<file path="src/design/pcw_pkg.sv">
// shared constants for the counter array pwm configuration block
// assumes an apb master with 8-bit byte addresses and 32-bit data
package pcw_pkg;
  localparam int ADDR_W = 8;
  localparam int NUM_CHAN = 3;
  localparam int CNT_W = 16;
  // register byte addresses
  localparam logic [7:0] ADDR_MODE = 8'h00;
  localparam logic [7:0] ADDR_CTRL = 8'h04;
  localparam logic [7:0] ADDR_IRQ_STAT = 8'h08;
  localparam logic [7:0] ADDR_IRQ_MASK = 8'h0c;
  localparam logic [7:0] ADDR_COUNT = 8'h10;
  localparam logic [7:0] ADDR_CHAN_MODE = 8'h20;
  localparam logic [7:0] ADDR_CMP_LO = 8'h30;
  localparam logic [7:0] ADDR_CMP_HI = 8'h34;
  localparam logic [7:0] CHAN_MODE_STEP = 8'h04;
  localparam logic [7:0] CMP_STEP = 8'h08;
  localparam logic [7:0] ADDR_PWM_CFG = 8'hf4;
  // array mode register fields
  localparam int MODE_CF_IE_BIT = 0;
  localparam int MODE_WDT_EN_BIT = 6;
  // array control register fields
  localparam int CTRL_RUN_BIT = 6;
  localparam int CTRL_CF_BIT = 7;
  // pwm cycle configuration fields
  localparam int CFG_RELOAD_BANK_SELECT_BIT = 7;
  localparam int CFG_CYCLE_OVERFLOW_IRQ_ENABLE_BIT = 6;
  localparam int CFG_CYCLE_OVERFLOW_FLAG_BIT = 5;
  localparam int CFG_CYCLE_LENGTH_SELECT_LSB = 0;
  // per channel mode fields
  localparam int CHMODE_PWM_BIT = 1;
  localparam int CHMODE_WIDE_BIT = 7;
  // interrupt status / mask fields
  localparam int IRQ_CF_BIT = 0;
  localparam int IRQ_COV_BIT = 1;
  // reset values and writable bit masks
  localparam logic [7:0] MODE_RST = 8'h00;
  localparam logic [7:0] CTRL_RST = 8'h00;
  localparam logic [7:0] PWM_CFG_RST = 8'h00;
  localparam logic [7:0] CHMODE_RST = 8'h00;
  localparam logic [1:0] IRQ_RST = 2'h0;
  localparam logic [15:0] CMP_RST = 16'h0000;
  localparam logic [7:0] CFG_RW_MASK = 8'he3;
  localparam logic [7:0] MODE_RW_MASK = 8'h41;
  localparam logic [7:0] CHMODE_RW_MASK = 8'h82;

  typedef enum logic [1:0] {
    PCW_CLEN_8 = 2'h0,
    PCW_CLEN_9 = 2'h1,
    PCW_CLEN_10 = 2'h2,
    PCW_CLEN_11 = 2'h3
  } pcw_clen_t;
endpackage

</file>
<file path="src/design/pcw_tmr_if.sv">
// carrier between the main counter and the pwm channels
// assumes one instance inside the top module, single clock
`timescale 1ns/1ps
`default_nettype none
interface pcw_tmr_if;
  import pcw_pkg::*;
  logic [15:0] count;
  logic [15:0] cycMask;
  logic cycOvf;
  pcw_clen_t cycLen;
  logic run;
  modport ctr (input cycLen, input run, output count, output cycMask,
    output cycOvf);
  modport chan (input count, input cycMask, input cycOvf, input cycLen);
endinterface
`default_nettype wire

</file>
<file path="src/design/pcw_counter.sv">
// main array counter with full and cycle overflow detection
// assumes run and cycle length come from registers on sys_clk
`timescale 1ns/1ps
`default_nettype none
module pcw_counter
  import pcw_pkg::*;
(
  input wire logic sys_clk,
  input wire logic rst,
  pcw_tmr_if.ctr tmr,
  output logic fullOvf
);
  logic [15:0] count_q;

  // count one step per clock while running
  always_ff @(posedge sys_clk) begin
    if (rst) begin
      count_q <= CMP_RST;
    end else if (tmr.run) begin
      count_q <= count_q + 16'h0001;
    end
  end

  // cycle mask follows the length select
  always_comb begin
    case (tmr.cycLen)
      PCW_CLEN_8: tmr.cycMask = 16'h00ff;
      PCW_CLEN_9: tmr.cycMask = 16'h01ff;
      PCW_CLEN_10: tmr.cycMask = 16'h03ff;
      PCW_CLEN_11: tmr.cycMask = 16'h07ff; // see RULE13
      default: tmr.cycMask = 16'h00ff;
    endcase
  end

  // overflow pulses on the step that wraps the bits
  assign tmr.count = count_q;
  assign tmr.cycOvf = tmr.run &&
    ((count_q & tmr.cycMask) == tmr.cycMask); // see RULE7
  assign fullOvf = tmr.run && (count_q == 16'hffff);
endmodule
`default_nettype wire

</file>
<file path="src/design/pcw_channel.sv">
// one pwm channel: compare and auto-reload pairs plus pwm output
// assumes byte write strobes and a bank select from the top module
`timescale 1ns/1ps
`default_nettype none
module pcw_channel
  import pcw_pkg::*;
(
  input wire logic sys_clk,
  input wire logic rst,
  pcw_tmr_if.chan tmr,
  input wire logic wrLo,
  input wire logic wrHi,
  input wire logic bankSel,
  input wire logic [7:0] wrData,
  input wire logic pwmEn,
  input wire logic wideSel,
  output logic [7:0] rdLo,
  output logic [7:0] rdHi,
  output logic pwmOut
);
  logic [15:0] cmp_q;
  logic [15:0] reload_q;
  logic doReload;

  // reload only for 9..11 bit cycles of a narrow pwm channel
  assign doReload = tmr.cycOvf && pwmEn && !wideSel &&
    (tmr.cycLen != PCW_CLEN_8); // see RULE5 see RULE11

  // compare pair: bus writes land only with bank select low
  always_ff @(posedge sys_clk) begin
    if (rst) begin
      cmp_q <= CMP_RST;
    end else begin
      if (doReload) begin
        cmp_q <= reload_q; // see RULE5
      end
      if (wrLo && !bankSel) begin
        cmp_q[7:0] <= wrData; // see RULE4
      end
      if (wrHi && !bankSel) begin
        cmp_q[15:8] <= wrData;
      end
    end
  end

  // auto-reload pair: reached with bank select high
  always_ff @(posedge sys_clk) begin
    if (rst) begin
      reload_q <= CMP_RST;
    end else begin
      if (wrLo && bankSel) begin
        reload_q[7:0] <= wrData; // see RULE4
      end
      if (wrHi && bankSel) begin
        reload_q[15:8] <= wrData;
      end
    end
  end

  // read back through the selected bank
  assign rdLo = bankSel ? reload_q[7:0] : cmp_q[7:0];
  assign rdHi = bankSel ? reload_q[15:8] : cmp_q[15:8];

  // pwm level: wide mode full count, else masked cycle
  always_ff @(posedge sys_clk) begin
    if (rst) begin
      pwmOut <= 1'b0;
    end else if (!pwmEn) begin
      pwmOut <= 1'b0;
    end else if (wideSel) begin
      pwmOut <= tmr.count < cmp_q; // see RULE12
    end else begin
      pwmOut <= (tmr.count & tmr.cycMask) <
        (cmp_q & tmr.cycMask); // see RULE10 see RULE11
    end
  end
endmodule
`default_nettype wire

</file>
<file path="src/design/pcw_top.sv">
// register file, flags and interrupt for the counter array pwm setup
// assumes an apb master on sys_clk; pready is never held low
//
// The APB interface to the registers is this design's own decision.
`timescale 1ns/1ps
`default_nettype none
//
// Contract
// RULE1: bit 0 of the array mode register enables the counter overflow irq.
// RULE2: with that enable set the counter flag requests an irq, else never.
// RULE3: while watchdog enable is 1 the other mode bits ignore writes.
// RULE4: bank select bit 7 steers compare addresses to compare or reload.
// RULE5: reload values act only for 9, 10 and 11 bit pwm channels.
// RULE6: cycle irq enable bit 6 gates the cycle flag onto the array irq.
// RULE7: the cycle flag bit 5 sets when the counter wraps the selected bit.
// RULE8: the cycle flag is sticky, set by hardware or software, cleared by 0.
// RULE9: bits 4 to 2 of the pwm configuration read zero, writes dropped.
// RULE10: length select 00, 01, 10 give 8, 9 and 10 bit cycles.
// RULE11: the length applies to all narrow pwm channels, not 16-bit ones.
// RULE12: each wide select bit picks 8..11 bit when 0, 16-bit when 1.
// RULE13: length select 11 gives an 11 bit cycle.
// RULE14: the pwm configuration register resets to all zero.
module pcw_top
  import pcw_pkg::*;
(
  input wire logic sys_clk,
  input wire logic rst,
  input wire logic psel,
  input wire logic penable,
  input wire logic pwrite,
  input wire logic [7:0] paddr,
  input wire logic [31:0] pwdata,
  output logic [31:0] prdata,
  output logic pready,
  output logic pslverr,
  output logic arrayIrq,
  output logic [2:0] pwmOut
);
  // register state
  logic [7:0] mode_q;
  logic [7:0] ctrl_q;
  logic [7:0] cfg_q;
  logic [1:0] irqStat_q;
  logic [1:0] irqMask_q;
  logic [7:0] chMode_q [NUM_CHAN];
  logic [31:0] rdData_q;

  // bus decode helpers
  logic setup;
  logic access;
  logic wrEn;
  logic hit;
  logic [31:0] rdMux;
  logic [7:0] wByte;

  // channel side
  logic [NUM_CHAN-1:0] wrLo;
  logic [NUM_CHAN-1:0] wrHi;
  logic [7:0] chRdLo [NUM_CHAN];
  logic [7:0] chRdHi [NUM_CHAN];
  logic fullOvf;
  logic cfSet;
  logic covfSet;
  logic cfReq;
  logic covReq;
  logic [1:0] irqSet;
  logic [1:0] irqClr;

  pcw_tmr_if tmr ();

  // apb phases; the slave never waits
  assign setup = psel && !penable;
  assign access = psel && penable;
  assign pready = 1'b1;
  assign wrEn = access && pwrite && hit;
  assign wByte = pwdata[7:0];
  assign pslverr = access && !hit;

  // address decode and read mux
  always_comb begin
    hit = 1'b1;
    rdMux = 32'h0000_0000;
    case (paddr)
      ADDR_MODE: rdMux[7:0] = mode_q;
      ADDR_CTRL: rdMux[7:0] = ctrl_q;
      ADDR_IRQ_STAT: rdMux[1:0] = irqStat_q;
      ADDR_IRQ_MASK: rdMux[1:0] = irqMask_q;
      ADDR_COUNT: rdMux[15:0] = tmr.count;
      ADDR_PWM_CFG: rdMux[7:0] = cfg_q & CFG_RW_MASK; // see RULE9
      default: hit = 1'b0;
    endcase
    for (int i = 0; i < NUM_CHAN; i++) begin
      if (paddr == ADDR_CHAN_MODE + CHAN_MODE_STEP * 8'(i)) begin
        hit = 1'b1;
        rdMux[7:0] = chMode_q[i];
      end
      if (paddr == ADDR_CMP_LO + CMP_STEP * 8'(i)) begin
        hit = 1'b1;
        rdMux[7:0] = chRdLo[i]; // see RULE4
      end
      if (paddr == ADDR_CMP_HI + CMP_STEP * 8'(i)) begin
        hit = 1'b1;
        rdMux[7:0] = chRdHi[i]; // see RULE4
      end
    end
  end

  // read data captured in the setup cycle, shown in access
  always_ff @(posedge sys_clk) begin
    if (rst) begin
      rdData_q <= 32'h0000_0000;
    end else if (setup) begin
      rdData_q <= rdMux;
    end
  end
  assign prdata = rdData_q;

  // array mode register with watchdog write lock
  always_ff @(posedge sys_clk) begin
    if (rst) begin
      mode_q <= MODE_RST;
    end else if (wrEn && paddr == ADDR_MODE) begin
      if (mode_q[MODE_WDT_EN_BIT]) begin
        mode_q[MODE_WDT_EN_BIT] <= wByte[MODE_WDT_EN_BIT]; // see RULE3
      end else begin
        mode_q <= wByte & MODE_RW_MASK; // see RULE1
      end
    end
  end

  // array control: run bit and sticky counter overflow flag
  assign cfSet = fullOvf;
  always_ff @(posedge sys_clk) begin
    if (rst) begin
      ctrl_q <= CTRL_RST;
    end else begin
      if (wrEn && paddr == ADDR_CTRL) begin
        ctrl_q[CTRL_RUN_BIT] <= wByte[CTRL_RUN_BIT];
        ctrl_q[CTRL_CF_BIT] <= wByte[CTRL_CF_BIT] | cfSet;
      end else if (cfSet) begin
        ctrl_q[CTRL_CF_BIT] <= 1'b1;
      end
    end
  end

  // pwm cycle configuration; a hardware set beats a clear
  assign covfSet = tmr.cycOvf; // see RULE7
  always_ff @(posedge sys_clk) begin
    if (rst) begin
      cfg_q <= PWM_CFG_RST; // see RULE14
    end else begin
      if (wrEn && paddr == ADDR_PWM_CFG) begin
        cfg_q <= (wByte & CFG_RW_MASK) |
          (8'(covfSet) << CFG_CYCLE_OVERFLOW_FLAG_BIT); // see RULE8 see RULE9
      end else if (covfSet) begin
        cfg_q[CFG_CYCLE_OVERFLOW_FLAG_BIT] <= 1'b1; // see RULE8
      end
    end
  end

  // length handed to the counter and channels, run to the counter only
  assign tmr.cycLen = pcw_clen_t'(cfg_q[CFG_CYCLE_LENGTH_SELECT_LSB +: 2]); // see RULE10
  assign tmr.run = ctrl_q[CTRL_RUN_BIT];

  // per channel mode bits
  always_ff @(posedge sys_clk) begin
    if (rst) begin
      for (int i = 0; i < NUM_CHAN; i++) begin
        chMode_q[i] <= CHMODE_RST;
      end
    end else begin
      for (int i = 0; i < NUM_CHAN; i++) begin
        if (wrEn && paddr == ADDR_CHAN_MODE + CHAN_MODE_STEP * 8'(i)) begin
          chMode_q[i] <= wByte & CHMODE_RW_MASK;
        end
      end
    end
  end

  // compare byte strobes per channel
  always_comb begin
    for (int i = 0; i < NUM_CHAN; i++) begin
      wrLo[i] = wrEn && (paddr == ADDR_CMP_LO + CMP_STEP * 8'(i));
      wrHi[i] = wrEn && (paddr == ADDR_CMP_HI + CMP_STEP * 8'(i));
    end
  end

  // flag requests gated by their enables
  assign cfReq = ctrl_q[CTRL_CF_BIT] &&
    mode_q[MODE_CF_IE_BIT]; // see RULE2
  assign covReq = cfg_q[CFG_CYCLE_OVERFLOW_FLAG_BIT] &&
    cfg_q[CFG_CYCLE_OVERFLOW_IRQ_ENABLE_BIT]; // see RULE6
  assign irqSet = {covReq, cfReq};
  assign irqClr = (wrEn && paddr == ADDR_IRQ_STAT) ? wByte[1:0] : 2'h0;

  // sticky status, write one to clear, set wins
  always_ff @(posedge sys_clk) begin
    if (rst) begin
      irqStat_q <= IRQ_RST;
    end else begin
      irqStat_q <= (irqStat_q & ~irqClr) | irqSet;
    end
  end

  // interrupt mask
  always_ff @(posedge sys_clk) begin
    if (rst) begin
      irqMask_q <= IRQ_RST;
    end else if (wrEn && paddr == ADDR_IRQ_MASK) begin
      irqMask_q <= wByte[1:0];
    end
  end

  // level interrupt while an unmasked status bit is set
  assign arrayIrq = |(irqStat_q & irqMask_q);

  // main counter
  pcw_counter u_counter (
    .sys_clk(sys_clk),
    .rst(rst),
    .tmr(tmr.ctr),
    .fullOvf(fullOvf)
  );

  // pwm channels share the cycle length
  for (genvar g = 0; g < NUM_CHAN; g++) begin : g_chan
    pcw_channel u_chan (
      .sys_clk(sys_clk),
      .rst(rst),
      .tmr(tmr.chan),
      .wrLo(wrLo[g]),
      .wrHi(wrHi[g]),
      .bankSel(cfg_q[CFG_RELOAD_BANK_SELECT_BIT]), // see RULE4
      .wrData(wByte),
      .pwmEn(chMode_q[g][CHMODE_PWM_BIT]),
      .wideSel(chMode_q[g][CHMODE_WIDE_BIT]), // see RULE12
      .rdLo(chRdLo[g]),
      .rdHi(chRdHi[g]),
      .pwmOut(pwmOut[g])
    );
  end
endmodule
`default_nettype wire

</file>
<file path="config.mk">
export PLATFORM = sky130hd
export DESIGN_NAME = pcw_top
export DESIGN_NICKNAME = d
export VERILOG_FILES = /design/src/design/pcw_pkg.sv /design/src/design/pcw_tmr_if.sv /design/src/design/pcw_counter.sv /design/src/design/pcw_channel.sv /design/src/design/pcw_top.sv
export SDC_FILE = /design/constraint.sdc
export NUM_CORES = 1
export LEC_CHECK = 0
export ABC_AREA = 0
export ABC_CLOCK_PERIOD_IN_PS = 3800
export BUFFER_PORTS_ARGS = -buffer_cell sky130_fd_sc_hd__buf_4
export CORE_MARGIN = 3
export CORE_UTILIZATION = 46
export CTS_CLUSTER_SIZE = 24
export DETAILED_ROUTE_END_ITERATION = 8
export PLACE_DENSITY = 0.61
export RECOVER_POWER = 50
export REMOVE_ABC_BUFFERS = 1
export SLEW_MARGIN = 20
export SYNTH_ARGS = -nofsm -noshare
export SYNTH_HDL_FRONTEND = slang
export SYNTH_HIERARCHICAL = 1
export SYNTH_SLANG_ARGS = --single-unit
export TNS_END_PERCENT = 5
</file>
<file path="constraint.sdc">
create_clock -name sys_clk -period 3.8 [get_ports sys_clk]
set_input_delay 0.76 -clock sys_clk [delete_from_list [all_inputs] [get_ports sys_clk]]
set_output_delay 0.76 -clock sys_clk [all_outputs]
set_load 0.1 [all_outputs]
</file>
# Yosys cells after proc, flatten, opt, wreduce, memory -nomap -nowiden
# Memories as Yosys holds them, arrays and structs flattened.
# Index checks and enable logic that the tools add are counted.
# classes
add_sub_neg,1
order_cmp,6
n_eq_ne,19
muxes,60
bitwise,17
n_reduce_logical,67
# op_table
cell,n
$mux 8,22
$lt 16x16->1,6
$and 16x16->16,4
$pmux 16 s4,1
$eq 8x6->1 const B,7
$mux 16,3
$logic_and 1x1->1,44
$mux 1,28
$pmux 6 s4,1
$reduce_bool 2->1,9
$add 16x1->16 const B,1
$eq 16x16->1,1
$eq 16x16->1 const B,1
$eq 8x4->1 const B,2
$eq 8x7->1 const B,2
$pmux 2 s5,1
$eq 8x3->1 const B,1
$eq 8x5->1 const B,1
$eq 8x8->1 const B,1
$logic_not 8->1,1
$mux 2,4
$or 8x6->8,1
$reduce_or 2->1,4
$logic_not 1->1,6
10 further kinds,18
# totals
reg_bits,147
ramBits,6
in_bits,45
output_inout_bits,38
wordCells,196
n_memories,1
# memory_table
memory,words,width,read_ports,rd_clocked_by_memory_dff,wr,line_no,rtl
chMode_q,3,2,3,0,3,pcw_top.sv:45,logic [7:0] chMode_q [NUM_CHAN];

# Longest topological paths before layout
# Gate-level depths: netlist of run 1.
# logic_depth
word_depth,18
ltp_mapped,13

# Hierarchy
# The synthesis of run 1 kept the hierarchy.
# by_module_without_submodules
module,n_inst,cells_per_inst,area_each_um2,seq_area_each_um2
pcw_channel,3,306,2341.0,660.6
pcw_top,1,341,2623.8,760.7
pcw_counter,1,98,850.8,320.3

# Least setup slack after synthesis of run 1
# No wires, ideal clock.
# synth_path
kind,in2out
from,in paddr[2]
to,out pslverr
t_arrival_ns,2.984
t_required_ns,3.040
slack_ns,0.056
path_stages,7
path_buffers,2
path_cell_list,buf_2 buf_2 nor2_1 mux2_2 o2111ai_1 nand3_1 nor2_1
# synth_via
elab_chain_cells,14
elab_cells_between_ends,28
cone_classes,eq/ne (14); mux (10); reduce/logical (4)
# synth_lines
element,line_no,rtl
from (decl),pcw_top.sv:31,"input wire logic [7:0] paddr,"
"$eq 8x3->1, or another cell as far along",-,
$reduce_or 6->1 (no source line),-,
$mux 1,pcw_top.sv:83,case (paddr)
$mux 1,pcw_top.sv:93,if (paddr == ADDR_CHAN_MODE + CHAN_MODE_STEP * 8'(i)) begin
$mux 1,pcw_top.sv:97,if (paddr == ADDR_CMP_LO + CMP_STEP * 8'(i)) begin
$mux 1,pcw_top.sv:101,if (paddr == ADDR_CMP_HI + CMP_STEP * 8'(i)) begin
$mux 1,pcw_top.sv:93,
$mux 1,pcw_top.sv:97,
$mux 1,pcw_top.sv:101,
$mux 1,pcw_top.sv:93,
$mux 1,pcw_top.sv:97,
$mux 1 *,pcw_top.sv:101,
$logic_not 1->1 *,pcw_top.sv:77,assign pslverr = access && !hit;
$logic_and 1x1->1 *,pcw_top.sv:77,
to (decl),pcw_top.sv:35,"output logic pslverr,"
# Every way passes the cells marked *; elsewhere a longest branch is shown, timed or not.

# Worst setup path in the final report of run 1
# Same ends and word-level chain as after synthesis.

==> key figures, run 1 <==
Outcome
  – Status: finished, violations left
  – Failing checks: max-capacitance violations, max-slew violations

STA
  – Final Setup Violations: 0
  – Final-report hold violation count: 0
  – Setup Total Neg Slack: 0 ns
  – Minimum clock period: 3.42 ns
  – Final Cycle Share: 90.0%
  – Max-slew violation count: 113
  – Final setup margin: 0.381 ns
  – RSZ-0062 raised after global routing: false
  – Worst hold slack: 0.448 ns
  – Max_slew headroom: -15.6%
  – Worst Tran Pin Value: 1.73 ns
  – Fmax: 0.292 GHz
  – Clock skew: 0.00941 ns

Pwr
  – Reg power frac: 43.3%
  – VDD IR max: 0.000254 V
  – Power share of the clock group: 49.3%
  – Pwr/cell area: 324 mW/mm2
  – Switching part of the total: 26.6%
  – Switching Power: 0.980 mW
  – Static Leakage: 4.07 nW
  – Int Power: 2.70 mW
  – Comb pwr share: 7.4%

CTS
  – CTS sink cnt: 150
  – Worst skew pair latency: 0.43 ns
  – CTS tree: yes
  – Num CTS Buffers: 17
  – Hold Buf Count CTS: 0
  – CTS H-tree depth: 4
  – Clk slew on worst S/H paths: 0.07 ns
  – Clock root buffer: clkbuf_16
  – Max Root-Sink Buffers: 2
  – # resized after CTS: 0
  – Post-CTS setup buffers: 0

Yosys
  – Synth async-reset ratio: 0%
  – Post-synth top flop: dfxtp_1
  – Post-synthesis register bit count: 150
  – Synth Area per Inst: 7.74 um2
  – Yosys warnings: 6
  – Synthesized cell area: 0.0105 mm2
  – Sequential area share after synthesis: 29.2%
  – Mapped Cells: 1357
  – Cell variety after synth: 72
  – Post-synth EDFFs: 6

Floorplan
  – Core ar.: 0.0221 mm2
  – Die height: 157 um
  – Initial Util: 47.5%
  – Chip Width: 157 um
  – Die area: 0.0247 mm2
  – Row cnt: 54
  – I/O pin count: 83

Critical path
  – Crit path capture type: primary output
  – Type of origin of the critical path: input pin
  – Crit-path cells: clkbuf_2, nor2_1, mux2_2, o2111ai_1, nand3_1, nor2_1, buf_4
  – Critical Path AT: 2.66 ns
  – Top cell by count, worst path: nor2_1
  – Crit path max-delay family: buffers and inverters
  – Req. time, crit path: 3.04 ns
  – Worst-path fanout max: 35
  – Worst path bufs/invs: 2
  – CP Class: in2out
  – CP max stage cell: clkbuf_2
  – Worst path max stage delay: 0.52 ns

Placed design
  – Pre-CTS worst setup slack: 0.397 ns
  – Number of port buffers: 41
  – Final GP Congestion: 0.974
  – Hpwl dp: 24600 um

Detailed routing
  – Drt wl/cell: 20.4 um
  – ANT nets after route: 0
  – DRC Markers: 0
  – Via count: 9822
  – DRT Pass-1 Iters: 5
  – Wirelength, routed: 33800 um
  – Vias per std cell: 5.92
  – Iter 0 DRT Violations: 1052

GRT
  – Met1 usage: 39.9%
  – Total congestion overflow: 0
  – GRT busiest layer: met2
  – Tot GR Track Use: 27.5%
  – Initial antenna violation count: 0
  – GR Util met3: 6.02%
  – Vias in the first global route: 8920
  – Largest net degree at the start of global routing: 73
  – M2 GR Usage: 40.5%
  – Global-route wire length before repair: 52100 um

Final layout
  – # diodes: 0
  – Layout cells sized above 1: 7.32%
  – Final #Nets: 1503
  – Layout area overhead: 8.20%
  – Filler instances: 2219
  – Core Util, Final: 51.4%

Hold path
  – Worst hold path type: reg2reg

Run
  – Max-cap violations: 2
-- metal layers --
metal	up-vias	routed length [um]
li1	4790	-
met1	4576	15800
met2	400	14200
met3	56	2840
met4	0	1030
met5	-	0
-- layout make-up --
class | count | area [um2] | share of cell area (%)
multi-input combinational | 1070 | 6670 | 58.7
timing repair buffer | 73 | 453 | 3.99
inverter | 55 | 206 | 1.82
clock inverter | 12 | 166 | 1.47
clock buffer | 20 | 447 | 3.93
tap | 280 | 350 | 3.08
sequential | 150 | 3070 | 27.0
-- flip-flops by register name (all words and copies together) (netlist names) --
register	count
cfg_q	5
chMode_q	6
ctrl_q	2
g_chan.u_chan/cmp_q	48
g_chan.u_chan/pwmOut	3
g_chan.u_chan/reload_q	48
irqMask_q	2
irqStat_q	2
mode_q	2
prdata	16
u_counter/tmr.count	16
-- stage by stage --
step / power (mW) / cells / instance area [um2]
final: 3.68 / 1660 / 11400
after CTS: 3.69 / 1660 / 11500
after global routing: 3.78 / 1660 / 11400
after detailed placement: 1.89 / 1628 / 10900
after global placement: 1.89 / 1628 / 10900
after floorplan: 1.76 / 1275 / 9970
-- cell usage after synthesis (all sizes together) (9+ instances only) --
library cell	count	area (um2)
a31oi	9	56.3
nand2b	14	87.6
dfxtp	144	2880
buf	63	452
nor3	16	91.3
nor2	127	499
nand2	200	751
o21ai	90	450
ha	91	1140
inv	55	206
and2	46	288
a211oi	55	413
nand4	15	109
mux2i	65	651
xor2	9	78.8
a21oi	105	526
nand3	66	330
nor2b	10	62.6
and3	10	62.6
clkbuf	45	169
-- kinds of logic (layout without fill, tap and decap cells) --
logic type      after synthesis  after routing  synth area share (%)
simple gates                545            545                  25.4
compound gates              321            321                  18.7
buf+inv                     163            160                  7.88
flops                       150            150                  29.2
fa+ha+maj                    91             91                  10.8
mux                          70             70                  6.73
xor+xnor                     13             13                  1.08
other cells                   4             30                 0.143
-- path summary, 6_finish.rpt --
path,to,cells past startpoint,slack [ns],startpoint
setup reg to reg,g_chan[2].u_chan/cmp_q[8],10,0.93,u_counter/tmr.count[0]
hold reg to reg,prdata[11],2,0.45,prdata[11]
hold / removal,prdata[11],2,0.45,prdata[11]
setup / recovery,pslverr,7,0.38,paddr[2]
-- tightest hold or removal path: cells and delay by family, from the launching register on --
kind	cells	cell delay, ns
AO/OA/AOI/OAI	1	0.05
AND/OR/NAND/NOR	1	0.05
flip-flops	1	0.31
-- cell usage in the layout (no fill, tap or decap), types with 6 or more instances in the layout --
| master | n |
|---|---|
| a2111oi_0 | 6 |
| and2_1 | 46 |
| clkbuf_16 | 17 |
| nor3_1 | 15 |
| a21oi_1 | 105 |
| xor2_1 | 9 |
| nor4bb_1 | 6 |
| nand3_1 | 66 |
| nor2_1 | 124 |
| nor2b_1 | 10 |
| o22ai_1 | 8 |
| nand2b_1 | 14 |
| and3_1 | 10 |
| inv_1 | 55 |
| dfxtp_1 | 143 |
| nand2_1 | 200 |
| edfxtp_1 | 6 |
| buf_4 | 47 |
| o32ai_1 | 6 |
| a22oi_1 | 8 |
| ha_1 | 91 |
| conb_1 | 30 |
| mux2i_1 | 65 |
| o21ai_0 | 89 |
| o2111ai_1 | 6 |
| clkbuf_1 | 26 |
| a211oi_1 | 55 |
| a31oi_1 | 9 |
| nand4_1 | 15 |
-- power groups by stage --
| stage | registers, mW | clock network (mW) | logic, mW |
|---|---|---|---|
| 5_1_grt | 1.59 | 1.90 | 0.287 |
| 2_1_floorplan | 1.63 | 0 | 0.137 |
| 6_report | 1.59 | 1.81 | 0.273 |
| 3_5_place_dp | 1.63 | 0 | 0.263 |
| 4_1_cts | 1.59 | 1.84 | 0.264 |
| 3_3_place_gp | 1.63 | 0 | 0.264 |
Note: power is estimated with default switching activity, not from simulation.
==> run 2, diff against run 1 <==
--- a/config.mk
+++ b/config.mk
@@ -8,11 +8,13 @@
 export ABC_AREA = 0
 export ABC_CLOCK_PERIOD_IN_PS = 3800
 export BUFFER_PORTS_ARGS = -buffer_cell sky130_fd_sc_hd__buf_4
+export CELL_PAD_IN_SITES_DETAIL_PLACEMENT = 1
+export CELL_PAD_IN_SITES_GLOBAL_PLACEMENT = 2
 export CORE_MARGIN = 3
-export CORE_UTILIZATION = 46
+export CORE_UTILIZATION = 36
 export CTS_CLUSTER_SIZE = 24
 export DETAILED_ROUTE_END_ITERATION = 8
-export PLACE_DENSITY = 0.61
+export PLACE_DENSITY = 0.78
 export RECOVER_POWER = 50
 export REMOVE_ABC_BUFFERS = 1
 export SLEW_MARGIN = 20
==> constraint.sdc (replaced) <==
create_clock -name sys_clk -period 3.8 [get_ports sys_clk]
set_input_delay 0.76 -clock sys_clk [delete_from_list [all_inputs] [get_ports sys_clk]]
set_output_delay 0.76 -clock sys_clk [all_outputs]
set_load 0.02 [all_outputs]
==> key figures, run 2 (synthesis gave the netlist of run 1 again) <==
Run
  – Max-cap violations: 1 (-1)

Outcome
  – Status: finished, violations left
  – Failing checks: max-capacitance violations, max-slew violations

Critical path
  – Worst-path fanout max: 13 (-63%)
  – Critical Path AT: 3.39 ns (+0.73 ns)
  – Critical Path Start: u_counter/tmr.count[3]
  – Crit path capture type: flop
  – Reg2reg start: u_counter/tmr.count[3]
  – Req. time, crit path: 4.05 ns (+1.01 ns)
  – CP Class: reg2reg
  – Type of origin of the critical path: flop

STA
  – Minimum clock period: 3.14 ns (-0.281 ns)
  – Final Cycle Share: 82.6% (-7.4 points)
  – Worst Tran Pin Value: 1.63 ns (-0.106 ns)
  – Final Setup Violations: 0 (unchanged)
  – Max_slew headroom: -8.55% (+7.1 points)
  – Clock skew: 0.0117 ns (+0.00230 ns)
  – Final-report hold violation count: 0 (unchanged)
  – Max-slew violation count: 67 (-41%)
  – Worst hold slack: 0.454 ns (+0.00617 ns)
  – Setup Total Neg Slack: 0 ns (unchanged)
  – RSZ-0062 raised after global routing: false
  – Fmax: 0.319 GHz (+8.9%)
  – Final setup margin: 0.662 ns (+0.281 ns)

Pwr
  – Static Leakage: 4.11 nW (+1.0%)
  – Pwr/cell area: 325 mW/mm2 (+0.31%)
  – Comb pwr share: 5.8% (-1.6 points)
  – Switching part of the total: 24.6% (-2.1 points)
  – Reg power frac: 42.2% (-1.1 points)
  – Switching Power: 0.927 mW (-5.5%)
  – Int Power: 2.84 mW (+5.4%)
  – VDD IR max: 0.000275 V (+7.9%)
  – Power share of the clock group: 52.0% (+2.7 points)

Floorplan
  – Row cnt: 61 (+13%)
  – Core ar.: 0.0282 mm2 (+28%)
  – Chip Width: 177 um (+13%)
  – Initial Util: 37.2% (-10 points)
  – Die area: 0.0312 mm2 (+27%)
  – I/O pin count: 83 (unchanged)
  – Die height: 177 um (+13%)

Final layout
  – Commonest cells after routing, fill and taps aside: nand2_1, dfxtp_1, nor2_1
  – Core Util, Final: 41.1% (-10 points)
  – Filler instances: 3553 (+60%)
  – Largest registers: g_chan.u_chan/cmp_q x48, g_chan.u_chan/reload_q x48
  – Layout Cells excl Fill: 1761 (+6.1%)
  – Multi-input gate area in the final layout: 0.00666 mm2 (-0.15%)
  – Commonest non-fill, non-tap cell in the layout: nand2_1
  – Layout area overhead: 10.6%
  – FF/Latch Area: 0.00307 mm2 (unchanged)
  – Final #Nets: 1506 (+0.20%)
  – # diodes: 0 (unchanged)
  – Layout cells sized above 1: 7.66% (+0.35 points)

GRT
  – Initial antenna violation count: 0 (unchanged)
  – Largest net degree at the start of global routing: 71 (-2.7%)
  – Total congestion overflow: 0 (unchanged)
  – Tot GR Track Use: 24.7% (-2.8 points)
  – Vias in the first global route: 9852 (+10%)
  – Global-route wire length before repair: 58700 um (+13%)

CTS
  – Clk slew on worst S/H paths: 0.07 ns (about the same)
  – Clock root buffer: clkbuf_16
  – Max Root-Sink Buffers: 2 (unchanged)
  – CTS tree: yes
  – Worst skew pair latency: 0.44 ns (about the same)
  – # resized after CTS: 0 (unchanged)
  – Num CTS Buffers: 17 (unchanged)
  – Post-CTS setup buffers: 0 (unchanged)
  – CTS H-tree depth: 4 (unchanged)
  – Hold Buf Count CTS: 0 (unchanged)
  – CTS sink cnt: 150 (unchanged)

Detailed routing
  – Wirelength, routed: 38700 um (+14%)
  – Vias per std cell: 5.67 (-4.2%)
  – Via count: 9978 (+1.6%)
  – DRT Pass-1 Iters: 5 (unchanged)
  – ANT nets after route: 0 (unchanged)
  – Drt wl/cell: 22.0 um (+7.9%)
  – Iter 0 DRT Violations: 710 (-33%)
  – DRC Markers: 0 (unchanged)

Hold path
  – HP Start: prdata[8]
  – Worst hold path type: reg2reg

Placed design
  – Pre-CTS worst setup slack: 0.386 ns (-0.0109 ns)
  – Hpwl dp: 28300 um (+15%)
  – DP Cell Count: 1729 (+6.2%)
  – Final GP Congestion: 0.926 (-4.9%)
  – Number of port buffers: 41 (unchanged)
==> run 2: layer usage <==
metal | GRT usage (%) | routed length [um]
met5 | 0 | 0
met3 | 4.20 | 2040
met2 | 38.8 | 17000
met4 | 7.00 | 921
met1 | 34.8 | 18700
==> run 2: power by group through the flow <==
stage / sequential (mW) / combinational, mW / clock, mW
2_1_floorplan: 1.62 / 0.0749 / 0
3_3_place_gp: 1.63 / 0.209 / 0
3_5_place_dp: 1.63 / 0.209 / 0
4_1_cts: 1.59 / 0.210 / 2.00
5_1_grt: 1.59 / 0.234 / 2.06
6_report: 1.59 / 0.217 / 1.96
==> run 2: worst paths after layout <==
| path | end | slack, ns | depth (start not counted) |
|---|---|---|---|
| worst min register to register | prdata[8] | 0.45 | 2 |
| worst max register to register | g_chan[1].u_chan/cmp_q[10] | 0.66 | 10 |
| worst max-delay path | g_chan[1].u_chan/cmp_q[10] | 0.66 | 10 |
| worst min-delay path | prdata[8] | 0.45 | 2 |
==> run 2: worst max-delay path, cell delays in order, from the launching register on <==
cell and delay, ns:
dfxtp_1 0.32, clkbuf_1 0.62, and4_1 0.51, nand2_1 0.19, a221oi_1 0.26, buf_4 0.20, o211ai_2 0.11, nor2_4 0.25
buf_12 0.20, mux2i_1 0.20, a211oi_1 0.09
==> run 2: layout make-up <==
| cell class | instances | share of cell area [%] |
|---|---|---|
| inverter | 55 | 1.78 |
| sequential | 150 | 26.4 |
| multi-input combinational | 1070 | 57.4 |
| clock buffer | 19 | 3.90 |
| timing repair buffer | 76 | 4.59 |
| clock inverter | 13 | 1.88 |
| tap | 378 | 4.07 |
==> run 2: per-stage QoR <==
stage / power, mW / cell area (um2)
after floorplan: 1.70 / 9970
after global placement: 1.84 / 11100
after CTS: 3.80 / 11700
final: 3.77 / 11600
after detailed placement: 1.84 / 11100
after global routing: 3.88 / 11600
